File: config.mk
export PLATFORM = sky130hd
export DESIGN_NAME = cfg_sequencer
export DESIGN_NICKNAME = d
export VERILOG_FILES = /design/src/inc/cfg_pkg.sv /design/src/cfg_fifo.sv /design/src/cfg_sequencer.sv
export SDC_FILE = /design/constraint.sdc
export NUM_CORES = 1
export LEC_CHECK = 0
export ABC_CLOCK_PERIOD_IN_PS = 6490
export BUFFER_PORTS_ARGS = -buffer_cell sky130_fd_sc_hd__buf_4
export CAP_MARGIN = 20
export CORE_ASPECT_RATIO = 0.6
export CORE_MARGIN = 3
export CORE_UTILIZATION = 50
export DETAILED_ROUTE_END_ITERATION = 12
export PLACE_DENSITY = 0.67
export SKIP_LAST_GASP = 1
export SYNTH_ARGS = -nofsm -noshare
export SYNTH_HDL_FRONTEND = slang
export SYNTH_SLANG_ARGS = --single-unit
File: constraint.sdc
create_clock -name clk_sys_i -period 6.49 [get_ports clk_sys_i]
set_input_delay 1.6225 -clock clk_sys_i [delete_from_list [all_inputs] [get_ports clk_sys_i]]
set_output_delay 1.6225 -clock clk_sys_i [all_outputs]
set_load 0.02 [all_outputs]
File: src/inc/cfg_pkg.sv
/*
  Shared constants and types for the configuration port sequencer.
  Assumes a 10 MHz system clock; all times are turned into cycles here.
*/
`default_nettype none
package cfg_pkg;

  // System clock period
  localparam int SYS_PERIOD_NS     = 100;
  // Shortest restart pulse on the reset pin and its cycle count (rounded up)
  localparam int RESET_MIN_NS      = 200;
  localparam int RESET_MIN_CYCLES  = (RESET_MIN_NS + SYS_PERIOD_NS - 1) / SYS_PERIOD_NS;
  // Memory clear time after restart release, and its cycle count (rounded up)
  localparam int CLEAR_WAIT_US     = 1200;
  localparam int CLEAR_CYCLES      = (CLEAR_WAIT_US * 1000 + SYS_PERIOD_NS - 1) / SYS_PERIOD_NS;
  // Clock cycles after done before the pins go live (plain default)
  localparam int DONE_IO_CYCLES    = 8;
  // Bytes in one configuration image (plain default)
  localparam int LOAD_BYTES        = 16;
  // System cycles per half period of the master clock (1.25 MHz)
  localparam int MCLK_HALF_CYCLES  = 4;
  // Timer and counter widths
  localparam int TIMER_W           = 24;
  localparam int COUNT_W           = 16;
  // Read command plus 24-bit start address sent to the memory
  localparam int CMD_BITS          = 32;
  localparam logic [31:0] READ_CMD = 32'h03000000;
  // Reset values
  localparam logic [7:0] BYTE_RST  = 8'h00;
  // Index of each pin in the synchroniser bank
  localparam int SY_RST  = 0;
  localparam int SY_MODE = 1;
  localparam int SY_SCK  = 2;
  localparam int SY_MOSI = 3;
  localparam int SY_MISO = 4;
  localparam int SY_CSN  = 5;
  localparam int SY_DONE = 6;
  localparam int SY_N    = 7;

  // Sequencer states, one-hot
  typedef enum logic [5:0] {
    ST_HOLD    = 6'h01,
    ST_CLEAR   = 6'h02,
    ST_LOAD    = 6'h04,
    ST_DRAIN   = 6'h08,
    ST_IO_WAIT = 6'h10,
    ST_USER    = 6'h20
  } cfg_state_t;

  // The four pins of the first SPI port, one bit each
  typedef struct packed {
    logic serial_clock;
    logic master_out;
    logic master_in;
    logic select_n;
  } port1_bits_t;

endpackage
`default_nettype wire

File: src/cfg_fifo.sv
/*
  Small synchronous FIFO with valid/ready on both sides.
  Assumes one clock and an asynchronous active-high reset; DEPTH a power of two.
*/
`timescale 1ns/1ps
`default_nettype none
module cfg_fifo #(
  parameter int WIDTH = 8,
  parameter int DEPTH = 16
) (
  input  wire logic             clk_sys_i,
  input  wire logic             rst_i,
  input  wire logic             in_valid_i,
  output logic                  in_ready_o,
  input  wire logic [WIDTH-1:0] in_data_i,
  output logic                  out_valid_o,
  input  wire logic             out_ready_i,
  output logic      [WIDTH-1:0] out_data_o
);
  localparam int AW = $clog2(DEPTH);

  // Pointers carry one extra bit so full and empty differ
  typedef struct packed {
    logic [AW:0] wr;
    logic [AW:0] rd;
  } fifo_ptr_t;

  fifo_ptr_t        st_reg;              // Registered pointers
  fifo_ptr_t        st_next;             // Next pointers
  logic [WIDTH-1:0] mem [DEPTH];         // Storage words
  logic             full;                // No room left
  logic             empty;               // Nothing stored
  logic             push;                // Word accepted
  logic             pop;                 // Word taken

  assign full        = (st_reg.wr[AW] != st_reg.rd[AW])
                       && (st_reg.wr[AW-1:0] == st_reg.rd[AW-1:0]);
  assign empty       = (st_reg.wr == st_reg.rd);
  assign in_ready_o  = !full;
  assign out_valid_o = !empty;
  assign push        = in_valid_i && !full;
  assign pop         = out_ready_i && !empty;
  // Read data straight from the array: the word is stable while valid holds
  assign out_data_o  = mem[st_reg.rd[AW-1:0]];

  // Pointer advance
  always_comb begin
    st_next = st_reg;
    if (push) begin
      st_next.wr = st_reg.wr + 1'b1;
    end
    if (pop) begin
      st_next.rd = st_reg.rd + 1'b1;
    end
  end

  // Pointer register
  always_ff @(posedge clk_sys_i or posedge rst_i) begin
    if (rst_i) begin
      st_reg <= '0;
    end else begin
      st_reg <= st_next;
    end
  end

  // Storage write; no reset needed on data
  always_ff @(posedge clk_sys_i) begin
    if (push) begin
      mem[st_reg.wr[AW-1:0]] <= in_data_i;
    end
  end
endmodule
`default_nettype wire

File: src/cfg_sequencer.sv
/*
  Configuration port sequencer: restart, memory clear wait, image load in master
  or slave mode through a FIFO, done pin, delayed pin activation, then user
  SPI or general I/O on the first SPI port.
  Assumes pins are asynchronous to clk_sys_i and the board resolves the done
  pin and the port pins from the output enables.
*/
`timescale 1ns/1ps
`default_nettype none
// What this block does
// - Pins go live some clocks after done
// - Master clock starts 1200 us after release
// - Restart input is active low, no pull-up
// - Done pin is open drain, pulled high
// - Port clock pin drives memory clock, then user
// - Master-in pin samples memory data, then user
// - Master-out pin drives memory, then user
// - User SPI takes all four pins; general I/O only when it is off
// - Select pin selects memory, then user
module cfg_sequencer #(
  parameter int CLEAR_CYCLES_P   = cfg_pkg::CLEAR_CYCLES,
  parameter int DONE_IO_CYCLES_P = cfg_pkg::DONE_IO_CYCLES,
  parameter int LOAD_BYTES_P     = cfg_pkg::LOAD_BYTES,
  parameter int FIFO_DEPTH_P     = 16
) (
  input  wire logic                 clk_sys_i,
  input  wire logic                 rst_i,
  input  wire logic                 config_reset_n_i,    // Restart pin, low restarts
  input  wire logic                 master_mode_i,       // Strap: high loads from memory
  input  wire logic                 config_complete_i,   // Done pin level
  output logic                      config_complete_o,   // Done pin drive value
  output logic                      config_complete_oe_o,// Done pin enable
  input  wire cfg_pkg::port1_bits_t port1_i,             // Port pin levels
  output cfg_pkg::port1_bits_t      port1_o,             // Port pin drive values
  output cfg_pkg::port1_bits_t      port1_oe_o,          // Port pin enables
  output logic [7:0]                cfg_data_o,          // Image byte to core
  output logic                      cfg_valid_o,
  input  wire logic                 cfg_ready_i,
  output logic                      load_overrun_o,      // Slave byte lost to full FIFO
  output logic                      io_active_o,         // Pins handed to user logic
  input  wire logic                 user_spi_en_i,       // User SPI owns the port
  input  wire logic                 user_spi_master_i,   // User SPI is master
  input  wire cfg_pkg::port1_bits_t user_o_i,            // User drive values
  input  wire cfg_pkg::port1_bits_t user_oe_i,           // General I/O enables
  output cfg_pkg::port1_bits_t      user_i_o             // Synchronised pin levels
);
  // Whole state of the sequencer
  typedef struct packed {
    logic [cfg_pkg::SY_N-1:0]    sync1;      // First synchroniser stage
    logic [cfg_pkg::SY_N-1:0]    sync2;      // Second stage
    logic [cfg_pkg::SY_N-1:0]    sync3;      // Third stage
    logic [cfg_pkg::SY_N-1:0]    lvl;        // Filtered pin levels
    logic                        sck_prev;   // Last filtered slave clock
    cfg_pkg::cfg_state_t         state;
    logic                        master;     // Captured strap
    logic [cfg_pkg::TIMER_W-1:0] timer;      // Clear wait and clock divider
    logic [cfg_pkg::COUNT_W-1:0] count;      // Bytes loaded or clocks after done
    logic                        sck;        // Master clock level
    logic                        csn;        // Master select level
    logic [cfg_pkg::CMD_BITS-1:0] cmd;       // Command still to send
    logic [5:0]                  cmd_left;   // Command bits left
    logic [7:0]                  byte_sh;    // Incoming bits
    logic [2:0]                  bit_cnt;
    logic                        push;       // Byte waiting for FIFO
    logic [7:0]                  push_data;
    logic                        done;
    logic                        io_active;
    logic                        overrun;
  } seq_t;

  seq_t st_reg;                      // Registered state
  seq_t st_next;                     // Next state
  logic fifo_ready;                  // FIFO can take a byte
  logic [cfg_pkg::SY_N-1:0] raw;     // Asynchronous pin bundle
  logic half_end;                    // Divider half period done
  logic sck_rise;                    // Slave clock rising edge
  logic byte_full;                   // Byte completes this bit
  logic stall;                       // Held byte blocks the master clock

  assign raw = {config_complete_i, port1_i.select_n, port1_i.master_in,
                port1_i.master_out, port1_i.serial_clock, master_mode_i, config_reset_n_i};
  assign half_end = (st_reg.timer == cfg_pkg::TIMER_W'(cfg_pkg::MCLK_HALF_CYCLES - 1));
  assign sck_rise = st_reg.lvl[cfg_pkg::SY_SCK] && !st_reg.sck_prev;
  assign byte_full = (st_reg.bit_cnt == 3'h7);
  // Back-pressure: master waits for FIFO room rather than dropping bytes
  assign stall = st_reg.push && !fifo_ready;

  // Next-state logic
  always_comb begin
    st_next = st_reg;
    // Synchronisers; a level change counts once stages two and three agree
    st_next.sync1 = raw;
    st_next.sync2 = st_reg.sync1;
    st_next.sync3 = st_reg.sync2;
    for (int i = 0; i < cfg_pkg::SY_N; i++) begin
      if (st_reg.sync2[i] == st_reg.sync3[i]) begin
        st_next.lvl[i] = st_reg.sync3[i];
      end
    end
    st_next.sck_prev = st_reg.lvl[cfg_pkg::SY_SCK];
    // Held byte leaves once the FIFO takes it
    if (st_reg.push && fifo_ready) begin
      st_next.push = 1'b0;
    end
    case (st_reg.state)
      cfg_pkg::ST_HOLD: begin
        // Release: catch the strap and start the memory clear wait
        if (st_reg.lvl[cfg_pkg::SY_RST]) begin
          st_next.master = st_reg.lvl[cfg_pkg::SY_MODE];
          st_next.timer  = '0;
          st_next.state  = cfg_pkg::ST_CLEAR;
        end
      end
      cfg_pkg::ST_CLEAR: begin
        // No master clock and no slave capture while memory clears
        st_next.timer = st_reg.timer + 1'b1;
        if (st_reg.timer == cfg_pkg::TIMER_W'(CLEAR_CYCLES_P - 1)) begin
          st_next.timer    = '0;
          st_next.cmd      = cfg_pkg::READ_CMD;
          st_next.cmd_left = 6'(cfg_pkg::CMD_BITS);
          st_next.csn      = 1'b0;
          st_next.state    = cfg_pkg::ST_LOAD;
        end
      end
      cfg_pkg::ST_LOAD: begin
        if (st_reg.master && !stall) begin
          // Master clock divider
          st_next.timer = st_reg.timer + 1'b1;
          if (half_end) begin
            st_next.timer = '0;
            st_next.sck   = !st_reg.sck;
            if (st_reg.sck) begin
              // Falling edge: next command bit out, or sample data
              if (st_reg.cmd_left != 6'h00) begin
                st_next.cmd      = {st_reg.cmd[cfg_pkg::CMD_BITS-2:0], 1'b0};
                st_next.cmd_left = st_reg.cmd_left - 1'b1;
              end else begin
                st_next.byte_sh = {st_reg.byte_sh[6:0], st_reg.lvl[cfg_pkg::SY_MISO]};
                st_next.bit_cnt = st_reg.bit_cnt + 1'b1;
                if (byte_full) begin
                  st_next.push      = 1'b1;
                  st_next.push_data = {st_reg.byte_sh[6:0], st_reg.lvl[cfg_pkg::SY_MISO]};
                  st_next.count     = st_reg.count + 1'b1;
                end
              end
            end
          end
        end else if (!st_reg.master && sck_rise && !st_reg.lvl[cfg_pkg::SY_CSN]) begin
          // Slave: host data on the master-out pin, taken on clock rise
          st_next.byte_sh = {st_reg.byte_sh[6:0], st_reg.lvl[cfg_pkg::SY_MOSI]};
          st_next.bit_cnt = st_reg.bit_cnt + 1'b1;
          if (byte_full) begin
            // A host cannot be stalled; a byte that meets a full FIFO is lost
            st_next.overrun   = st_reg.overrun | stall;
            st_next.push      = 1'b1;
            st_next.push_data = {st_reg.byte_sh[6:0], st_reg.lvl[cfg_pkg::SY_MOSI]};
            st_next.count     = st_reg.count + 1'b1;
          end
        end
        if (st_reg.count == cfg_pkg::COUNT_W'(LOAD_BYTES_P)) begin
          // Image complete: release the memory
          st_next.csn   = 1'b1;
          st_next.sck   = 1'b0;
          st_next.timer = '0;
          st_next.state = cfg_pkg::ST_DRAIN;
        end
      end
      cfg_pkg::ST_DRAIN: begin
        // Done only after every byte has reached the core
        if (!st_reg.push && !cfg_valid_o) begin
          st_next.done  = 1'b1;
          st_next.count = '0;
          st_next.state = cfg_pkg::ST_IO_WAIT;
        end
      end
      cfg_pkg::ST_IO_WAIT: begin
        // Count configuration clocks once the done pin reads high
        if (st_reg.lvl[cfg_pkg::SY_DONE]) begin
          if (st_reg.master) begin
            st_next.timer = st_reg.timer + 1'b1;
            if (half_end) begin
              st_next.timer = '0;
              st_next.sck   = !st_reg.sck;
              st_next.count = st_reg.count + {15'h0000, st_reg.sck};
            end
          end else if (sck_rise) begin
            st_next.count = st_reg.count + 1'b1;
          end
        end
        if (st_reg.count == cfg_pkg::COUNT_W'(DONE_IO_CYCLES_P)) begin
          st_next.sck       = 1'b0;
          st_next.io_active = 1'b1;
          st_next.state     = cfg_pkg::ST_USER;
        end
      end
      cfg_pkg::ST_USER: begin
        st_next.state = cfg_pkg::ST_USER;
      end
      default: begin
        st_next.state = cfg_pkg::ST_HOLD;
      end
    endcase
    // Low on the filtered restart level restarts from any state
    if (!st_reg.lvl[cfg_pkg::SY_RST]) begin
      st_next.state     = cfg_pkg::ST_HOLD;
      st_next.done      = 1'b0;
      st_next.io_active = 1'b0;
      st_next.sck       = 1'b0;
      st_next.csn       = 1'b1;
      st_next.count     = '0;
      st_next.bit_cnt   = '0;
      st_next.overrun   = 1'b0;
    end
  end

  // State register; restart level resets low, so no pull-up is assumed on the pin
  always_ff @(posedge clk_sys_i or posedge rst_i) begin
    if (rst_i) begin
      st_reg         <= '0;
      st_reg.state   <= cfg_pkg::ST_HOLD;
      st_reg.csn     <= 1'b1;
      st_reg.byte_sh <= cfg_pkg::BYTE_RST;
    end else begin
      st_reg <= st_next;
    end
  end

  // Image FIFO between the load and the core
  cfg_fifo #(
    .WIDTH (8),
    .DEPTH (FIFO_DEPTH_P)
  ) u_fifo (
    .clk_sys_i   (clk_sys_i),
    .rst_i       (rst_i),
    .in_valid_i  (st_reg.push),
    .in_ready_o  (fifo_ready),
    .in_data_i   (st_reg.push_data),
    .out_valid_o (cfg_valid_o),
    .out_ready_i (cfg_ready_i),
    .out_data_o  (cfg_data_o)
  );

  // Done pin: pulled low while not done, released to the pull-up after
  assign config_complete_o    = 1'b0;
  assign config_complete_oe_o = !st_reg.done;
  assign io_active_o          = st_reg.io_active;
  assign load_overrun_o       = st_reg.overrun;
  assign user_i_o = '{serial_clock: st_reg.lvl[cfg_pkg::SY_SCK],
                      master_out:   st_reg.lvl[cfg_pkg::SY_MOSI],
                      master_in:    st_reg.lvl[cfg_pkg::SY_MISO],
                      select_n:     st_reg.lvl[cfg_pkg::SY_CSN]};

  // Port pin steering: configuration, then user SPI or general I/O
  always_comb begin
    port1_o    = '0;
    port1_oe_o = '0;
    if (st_reg.io_active) begin
      if (!user_spi_en_i) begin
        // General I/O
        port1_o    = user_o_i;
        port1_oe_o = user_oe_i;
      end else begin
        // User SPI: master drives clock, out and select; slave drives
        port1_o = user_o_i;
        port1_oe_o.serial_clock = user_spi_master_i;
        port1_oe_o.master_out   = user_spi_master_i;
        port1_oe_o.select_n     = user_spi_master_i;
        port1_oe_o.master_in    = !user_spi_master_i;
      end
    end else if (st_reg.master && (st_reg.state != cfg_pkg::ST_HOLD)) begin
      // Master load: drive the memory, master-in stays an input
      port1_o.serial_clock    = st_reg.sck;
      port1_o.master_out      = st_reg.cmd[cfg_pkg::CMD_BITS-1];
      port1_o.select_n        = st_reg.csn;
      port1_oe_o.serial_clock = 1'b1;
      port1_oe_o.master_out   = 1'b1;
      port1_oe_o.select_n     = 1'b1;
    end
  end
endmodule
`default_nettype wire

==> results of run 1 <==
-- area by class of cell --
type	instances	area share
Clock buffer	36	0.0504
Clock inverter	10	0.00602
Inverter	25	0.00710
Multi-Input combinational cell	680	0.336
Sequential cell	275	0.541
Tap cell	322	0.0289
Timing Repair Buffer	55	0.0311
-- worst paths after layout --
check                                    endpoint  slack (ns)  depth (start not counted)
setup / recovery                    cfg_data_o[3]        1.89                          4
hold / removal             st_next[118]$_DFF_PP0_        0.35                          0
setup reg to reg           st_reg[77]$_DFFE_PP0P_        2.70                          9
hold reg to reg            st_next[118]$_DFF_PP0_        0.35                          0
max in group asynchronous  st_reg[40]$_DFFE_PP0P_        4.04                          3
min in group asynchronous  st_reg[86]$_DFFE_PP0P_        1.27                          2
-- cells by family after synthesis --
family / after synthesis / synth area share
compound gates: 229 / 0.112
xor+xnor: 23 / 0.0161
fa+ha+maj: 21 / 0.0196
buf+inv: 82 / 0.0291
flops: 275 / 0.600
mux: 57 / 0.0868
other cells: 1 / 0.000299
simple gates: 349 / 0.136
-- metal layers --
metal	global-route usage	vias up	share of wire
li1	-	3902	-
met1	0.369	4151	0.50
met2	0.280	367	0.39
met3	0.0446	40	0.093
met4	0.0397	0	0.016
met5	0	-	0
-- report_power, final --
part | total (mW) | leakage (nW) | internal [mW] | switching (mW)
Sequential | 1.90 | 3.15 | 1.85 | 0.0530
Clock | 1.45 | 0.386 | 0.797 | 0.649
Combinational | 0.450 | 1.58 | 0.149 | 0.301
Total | 3.80 | 5.12 | 2.80 | 1.00
-- placed cells by master, fill, tap and decap left out, types with 8 or more instances in the layout --
master     instances
inv_1             22
and3_1             9
o31ai_1            9
nand3_1           39
nor4_1            12
dfrtp_1          144
xnor2_1           16
buf_4             54
nor3_1            24
or3_1             10
o21ai_0          100
ha_1              14
clkbuf_16         26
clkbuf_1           8
nand2b_1           9
mux2_2            14
a21oi_1           51
edfxtp_1         128
and2_1            11
nand2_1          131
nor2_1            61
a31oi_1           11
nand4_1           14
mux4_2            40
-- critical path: cells and delay by family (launching register included) --
kind | cells | cell delay (ns)
muxes | 2 | 1.06
buffers and inverters | 2 | 0.64
DFF | 1 | 0.73
-- through the flow --
| stage | hold slack [ns] | cell area [µm²] | setup WS (ns) |
|---|---|---|---|
| global placement | 0.332 | 13100 | 2.42 |
| floorplan | 0.331 | 12500 | 0.919 |
| global route | 0.351 | 13900 | 1.73 |
| CTS | 0.349 | 13900 | 1.81 |
| detailed placement | 0.335 | 13100 | 2.38 |
| finish | 0.348 | 13900 | 1.89 |
==> results.sh, run 1 <==
export IMPL_syn_inst=1037
export IMPL_nNetsFinal=1096
export IMPL_maxCapViolCount=0
export IMPL_crit_required_ns=4.87
export IMPL_drc_errors=0
export IMPL_antenna_left=0
export IMPL_rsz0062_at_grt="false"
export IMPL_stdcell_count=1403
export IMPL_timing_final_crit_share=0.709
export IMPL_synth_commonest_cells="145 x dfrtp_1, 131 x nand2_1, 128 x edfxtp_1"
export IMPL_numCtsBuffers=25
export IMPL_drt_wl_total_mm=28.9
export IMPL_clk_latency_ns=0.55
export IMPL_grt_pass1_wl_mm=45.9
export IMPL_fin_tns_setup_ns=0
export IMPL_yosysSeqAreaShare=0.600
export IMPL_hold_start="st_next[125]$_DFF_PP0_"
export IMPL_start_kind="flip-flop"
export IMPL_fmax_mhz=217
export IMPL_finalPower_mw=3.80
export IMPL_area_growth_pct=11.1
export IMPL_synth_edf_count=128
export IMPL_first_pass_iters=6
export IMPL_leakage_nw=5.12
export IMPL_period_needed_ns=4.60
export IMPL_worstSetupPathType="flip-flop to output port"
export IMPL_clockRootBuffer="clkbuf_16"
export IMPL_dp_cells=1354
export IMPL_grt_pass1_vias=7784
export IMPL_die_h_um=129
export IMPL_synth_area_per_cell_um2=12.1
export IMPL_final_core_util=0.571
export IMPL_synth_top_cell_area_share=0.307
export IMPL_critPathMaxStageDelay_ns=0.73
export IMPL_ys_warn_count=0
export IMPL_antenna_found_initial=0
export IMPL_hold_path_class="flip-flop to flip-flop"
export IMPL_cp_slowest_cell="dfrtp_2"
export IMPL_dp_final_hpwl_mm=19.0
export IMPL_ys_flop_type="dfrtp_1"
export IMPL_crit_arrival_ns=2.98
export IMPL_worstMarginPinSlew_ns=1.12
export IMPL_r2r_start="u_fifo.st_reg[0]$_DFFE_PP0P_"
export IMPL_overflow=0
export IMPL_ctsLongestPathBuffers=3
export IMPL_yosysTopAreaCell="edfxtp_1"
export IMPL_drive_above_1_share=0.162
export IMPL_cts_resized=0
export IMPL_grt_usage=0.216
export IMPL_vias=8460
export IMPL_largest_register_ffs=128
export IMPL_clkSinkCount=275
export IMPL_maxSlewViolCount=0
export IMPL_synth_seq_cells=275
export IMPL_finalHoldViolations=0
export IMPL_synth_distinct_cells=77
export IMPL_multi_input_area_um2=4670
export IMPL_core_area_um2=24400
export IMPL_clk_pin_slew_worst_paths_ns=0.07
export IMPL_grt_max_degree=102
export IMPL_synth_fp_nets=1071
export IMPL_tritoncts="built"
export IMPL_holdBufCountCts=0
export IMPL_irDropWorstVdd_mv=0.229
export IMPL_crit_chain="buf_4 -> mux4_2 -> mux4_2 -> buf_4"
export IMPL_worstPathMaxFanout=19
export IMPL_io_buffer_count=43
export IMPL_fin_skew_ns=0.0234
export IMPL_cts_setup_buffers=0
export IMPL_critical_path_startpoint="u_fifo.st_reg[0]$_DFFE_PP0P_"
export IMPL_wl_per_cell_um=20.6
export IMPL_dieArea_um2=27100
export IMPL_ios=45
export IMPL_status="complete, no violations"
export IMPL_seqCellArea_um2=7530
export IMPL_cts_max_level=1
export IMPL_std_cell_rows=44
export IMPL_setup_viol=0
export IMPL_viasPerCell=6.03
export IMPL_nFillCells=1945
export IMPL_slew_headroom=0.252
export IMPL_synth_async_reset_ratio=0.535
export IMPL_powerDensity_nw_per_um2=273
export IMPL_antenna_cells=0
export IMPL_endpoint_kind="output port"
export IMPL_routabilityCongestion=0.911
export IMPL_initial_core_util=0.514
export IMPL_synth_most_common_cell="dfrtp_1"
export IMPL_syn_cell_area_um2=12500
export IMPL_drtIter0Drc=1222
export IMPL_synth_area_leaders="edfxtp_1 31%, dfrtp_1 29%, mux4_2 7.2%, o21ai_0 4.0%, nand2_1 3.9%"
export IMPL_die_w_um=210
No activity file was read; power rests on OpenSTA's default activity.
==> run 2: changes to the inputs <==
--- a/config.mk
+++ b/config.mk
@@ -5,14 +5,14 @@
 export SDC_FILE = /design/constraint.sdc
 export NUM_CORES = 1
 export LEC_CHECK = 0
-export ABC_CLOCK_PERIOD_IN_PS = 6490
+export ABC_CLOCK_PERIOD_IN_PS = 4000
 export BUFFER_PORTS_ARGS = -buffer_cell sky130_fd_sc_hd__buf_4
 export CAP_MARGIN = 20
 export CORE_ASPECT_RATIO = 0.6
 export CORE_MARGIN = 3
 export CORE_UTILIZATION = 50
 export DETAILED_ROUTE_END_ITERATION = 12
-export PLACE_DENSITY = 0.67
+export PLACE_DENSITY = 0.69
 export SKIP_LAST_GASP = 1
 export SYNTH_ARGS = -nofsm -noshare
 export SYNTH_HDL_FRONTEND = slang
==> constraint.sdc (replaced) <==
create_clock -name clk_sys_i -period 4 [get_ports clk_sys_i]
set_input_delay 1 -clock clk_sys_i [delete_from_list [all_inputs] [get_ports clk_sys_i]]
set_output_delay 1 -clock clk_sys_i [all_outputs]
set_load 0.02 [all_outputs]
==> run 2 against run 1 <==
  * Non-clock buffer count rose by 25
  * Setup slack lost 1.4 ns
  * Clock-buffer cell count did not move
  * Combinational power rose by 66%
  * Power is 60% higher
  * Cell count is 1.8% higher
  * First-iteration DRC count is 14% lower
  * Critical path type unchanged
==> results.sh, run 2 (synthesis gave the netlist of run 1 again) <==
export IMPL_fin_skew_ns=0.0165
export IMPL_io_buffer_count=43
export IMPL_final_cell_mix="144 x dfrtp_1, 131 x nand2_1, 128 x edfxtp_1, 100 x o21ai_0, 77 x buf_4"
export IMPL_nFillCells=1976
export IMPL_grt_usage=0.221
export IMPL_clk_latency_ns=0.54
export IMPL_drc_errors=0
export IMPL_clockRootBuffer="clkbuf_16"
export IMPL_vias=8680
export IMPL_grt_pass1_wl_mm=46.9
export IMPL_ff2ff_path_depth=7
export IMPL_viasPerCell=6.08
export IMPL_drive_above_1_share=0.176
export IMPL_nNetsFinal=1121
export IMPL_p_int_mw=4.48
export IMPL_period_needed_ns=3.49
export IMPL_status="complete, no violations"
export IMPL_setup_viol=0
export IMPL_power_frac_comb=0.123
export IMPL_fmax_mhz=286
export IMPL_overflow=0
export IMPL_clkSinkCount=275
export IMPL_leakage_nw=5.22
export IMPL_cts_setup_buffers=0
export IMPL_drtIter0Drc=1056
export IMPL_die_h_um=129
export IMPL_numCtsBuffers=25
export IMPL_drt_wl_total_mm=29.3
export IMPL_dieArea_um2=27100
export IMPL_rsz0062_at_grt="false"
export IMPL_timing_final_crit_share=0.873
export IMPL_fin_tns_setup_ns=0
export IMPL_dp_cells=1382
export IMPL_powerDensity_nw_per_um2=433
export IMPL_clk_pin_slew_worst_paths_ns=0.07
export IMPL_ios=45
export IMPL_crit_arrival_ns=2.49
export IMPL_pwr_share_seq=0.505
export IMPL_area_growth_pct=12.3
export IMPL_start_kind="flip-flop"
export IMPL_grt_pass1_vias=8082
export IMPL_cts_resized=0
export IMPL_antenna_left=0
export IMPL_endpoint_kind="output port"
export IMPL_clkPwrFrac=0.373
export IMPL_stdcell_count=1428
export IMPL_antenna_cells=0
export IMPL_largest_register_ffs=128
export IMPL_switching_power_mw=1.61
export IMPL_p_sw_frac=0.264
export IMPL_irDropWorstVdd_mv=0.299
export IMPL_worstSetupPathType="flip-flop to output port"
export IMPL_worstMarginPinSlew_ns=0.834
export IMPL_cts_max_level=1
export IMPL_ctsLongestPathBuffers=3
export IMPL_core_area_um2=24400
export IMPL_hold_path_class="flip-flop to flip-flop"
export IMPL_antenna_found_initial=0
export IMPL_final_core_util=0.577
export IMPL_holdBufCountCts=0
export IMPL_tritoncts="built"
export IMPL_routabilityCongestion=0.989
export IMPL_initial_core_util=0.514
export IMPL_std_cell_rows=44
export IMPL_slew_headroom=0.441
export IMPL_crit_required_ns=3.00
export IMPL_hold_depth=0
export IMPL_mostFrequentLayoutCell="dfrtp_1"
export IMPL_die_w_um=210
export IMPL_maxSlewViolCount=0
export IMPL_wl_per_cell_um=20.5
export IMPL_worstPathMaxFanout=26
export IMPL_grt_max_degree=91
export IMPL_first_pass_iters=5
export IMPL_dp_final_hpwl_mm=19.9
export IMPL_maxCapViolCount=0
export IMPL_finalHoldViolations=0
-- run 2: changes by cell type in the layout (fill, tap and decap cells not counted) --
| cell | delta |
|---|---|
| clkbuf_1 | +1 |
| clkinv_2 | +3 |
| buf_12 | +3 |
| clkbuf_16 | -1 |
| nor3_2 | -4 |
| a211oi_2 | -1 |
| a211oi_1 | +1 |
| inv_6 | -2 |
| buf_4 | +23 |
| clkinv_1 | -1 |
| nor3_1 | +4 |
| buf_16 | -1 |
-- run 2: worst max-delay path, stage by stage, from the launching register on --
cell and delay, ns:
dfrtp_1 0.65, buf_12 0.27, mux4_2 0.33, mux4_2 0.51
buf_4 0.18
-- run 2: area by class of cell --
class / count / area (µm²) / share of cell area
clock inverters: 10 / 78.8 / 0.00560
repair buffers: 80 / 638 / 0.0453
multi-input cells: 680 / 4650 / 0.330
flip-flops and latches: 275 / 7530 / 0.535
inverters: 25 / 97.6 / 0.00694
clock buffers: 36 / 681 / 0.0484
well taps: 322 / 403 / 0.0286
-- run 2: power groups by stage --
stage | logic [mW] | registers [mW] | clock network [mW]
final | 0.746 | 3.07 | 2.27
after global routing | 0.813 | 3.08 | 2.44
after CTS | 0.736 | 3.07 | 2.32
after detailed placement | 0.735 | 3.13 | 0
after global placement | 0.725 | 3.12 | 0
after floorplan | 0.531 | 3.10 | 0
-- run 2: metal layers --
metal	global-route usage	routed length, µm
met1	0.371	14300
met2	0.284	11500
met3	0.0631	3030
met4	0.0370	404
met5	0	0
-- run 2: through the flow --
stage          setup slack, ns  power, mW  hold slack (ns)  instance area [µm²]
5_1_grt                  0.255       6.34            0.353                14100
3_5_place_dp              1.05       3.86            0.335                13300
3_3_place_gp              1.08       3.85            0.334                13300
6_report                 0.509       6.09            0.347                14100
2_1_floorplan            0.825       3.63            0.331                12500
4_1_cts                  0.490       6.13            0.348                14100
-- run 2: worst paths after layout --
kind,start,endpoint,slack [ns]
setup / recovery,u_fifo.st_reg[1]$_DFFE_PP0P_,cfg_data_o[5],0.51
hold / removal,st_next[129]$_DFF_PP0_,st_next[122]$_DFF_PP0_,0.35
setup reg to reg,st_reg[85]$_DFFE_PP0P_,st_reg[76]$_DFFE_PP0P_,0.95
hold reg to reg,st_next[129]$_DFF_PP0_,st_next[122]$_DFF_PP0_,0.35
max in group asynchronous,rst_i,st_reg[122]$_DFF_PP0_,2.71
min in group asynchronous,rst_i,st_reg[55]$_DFFE_PP0P_,0.43
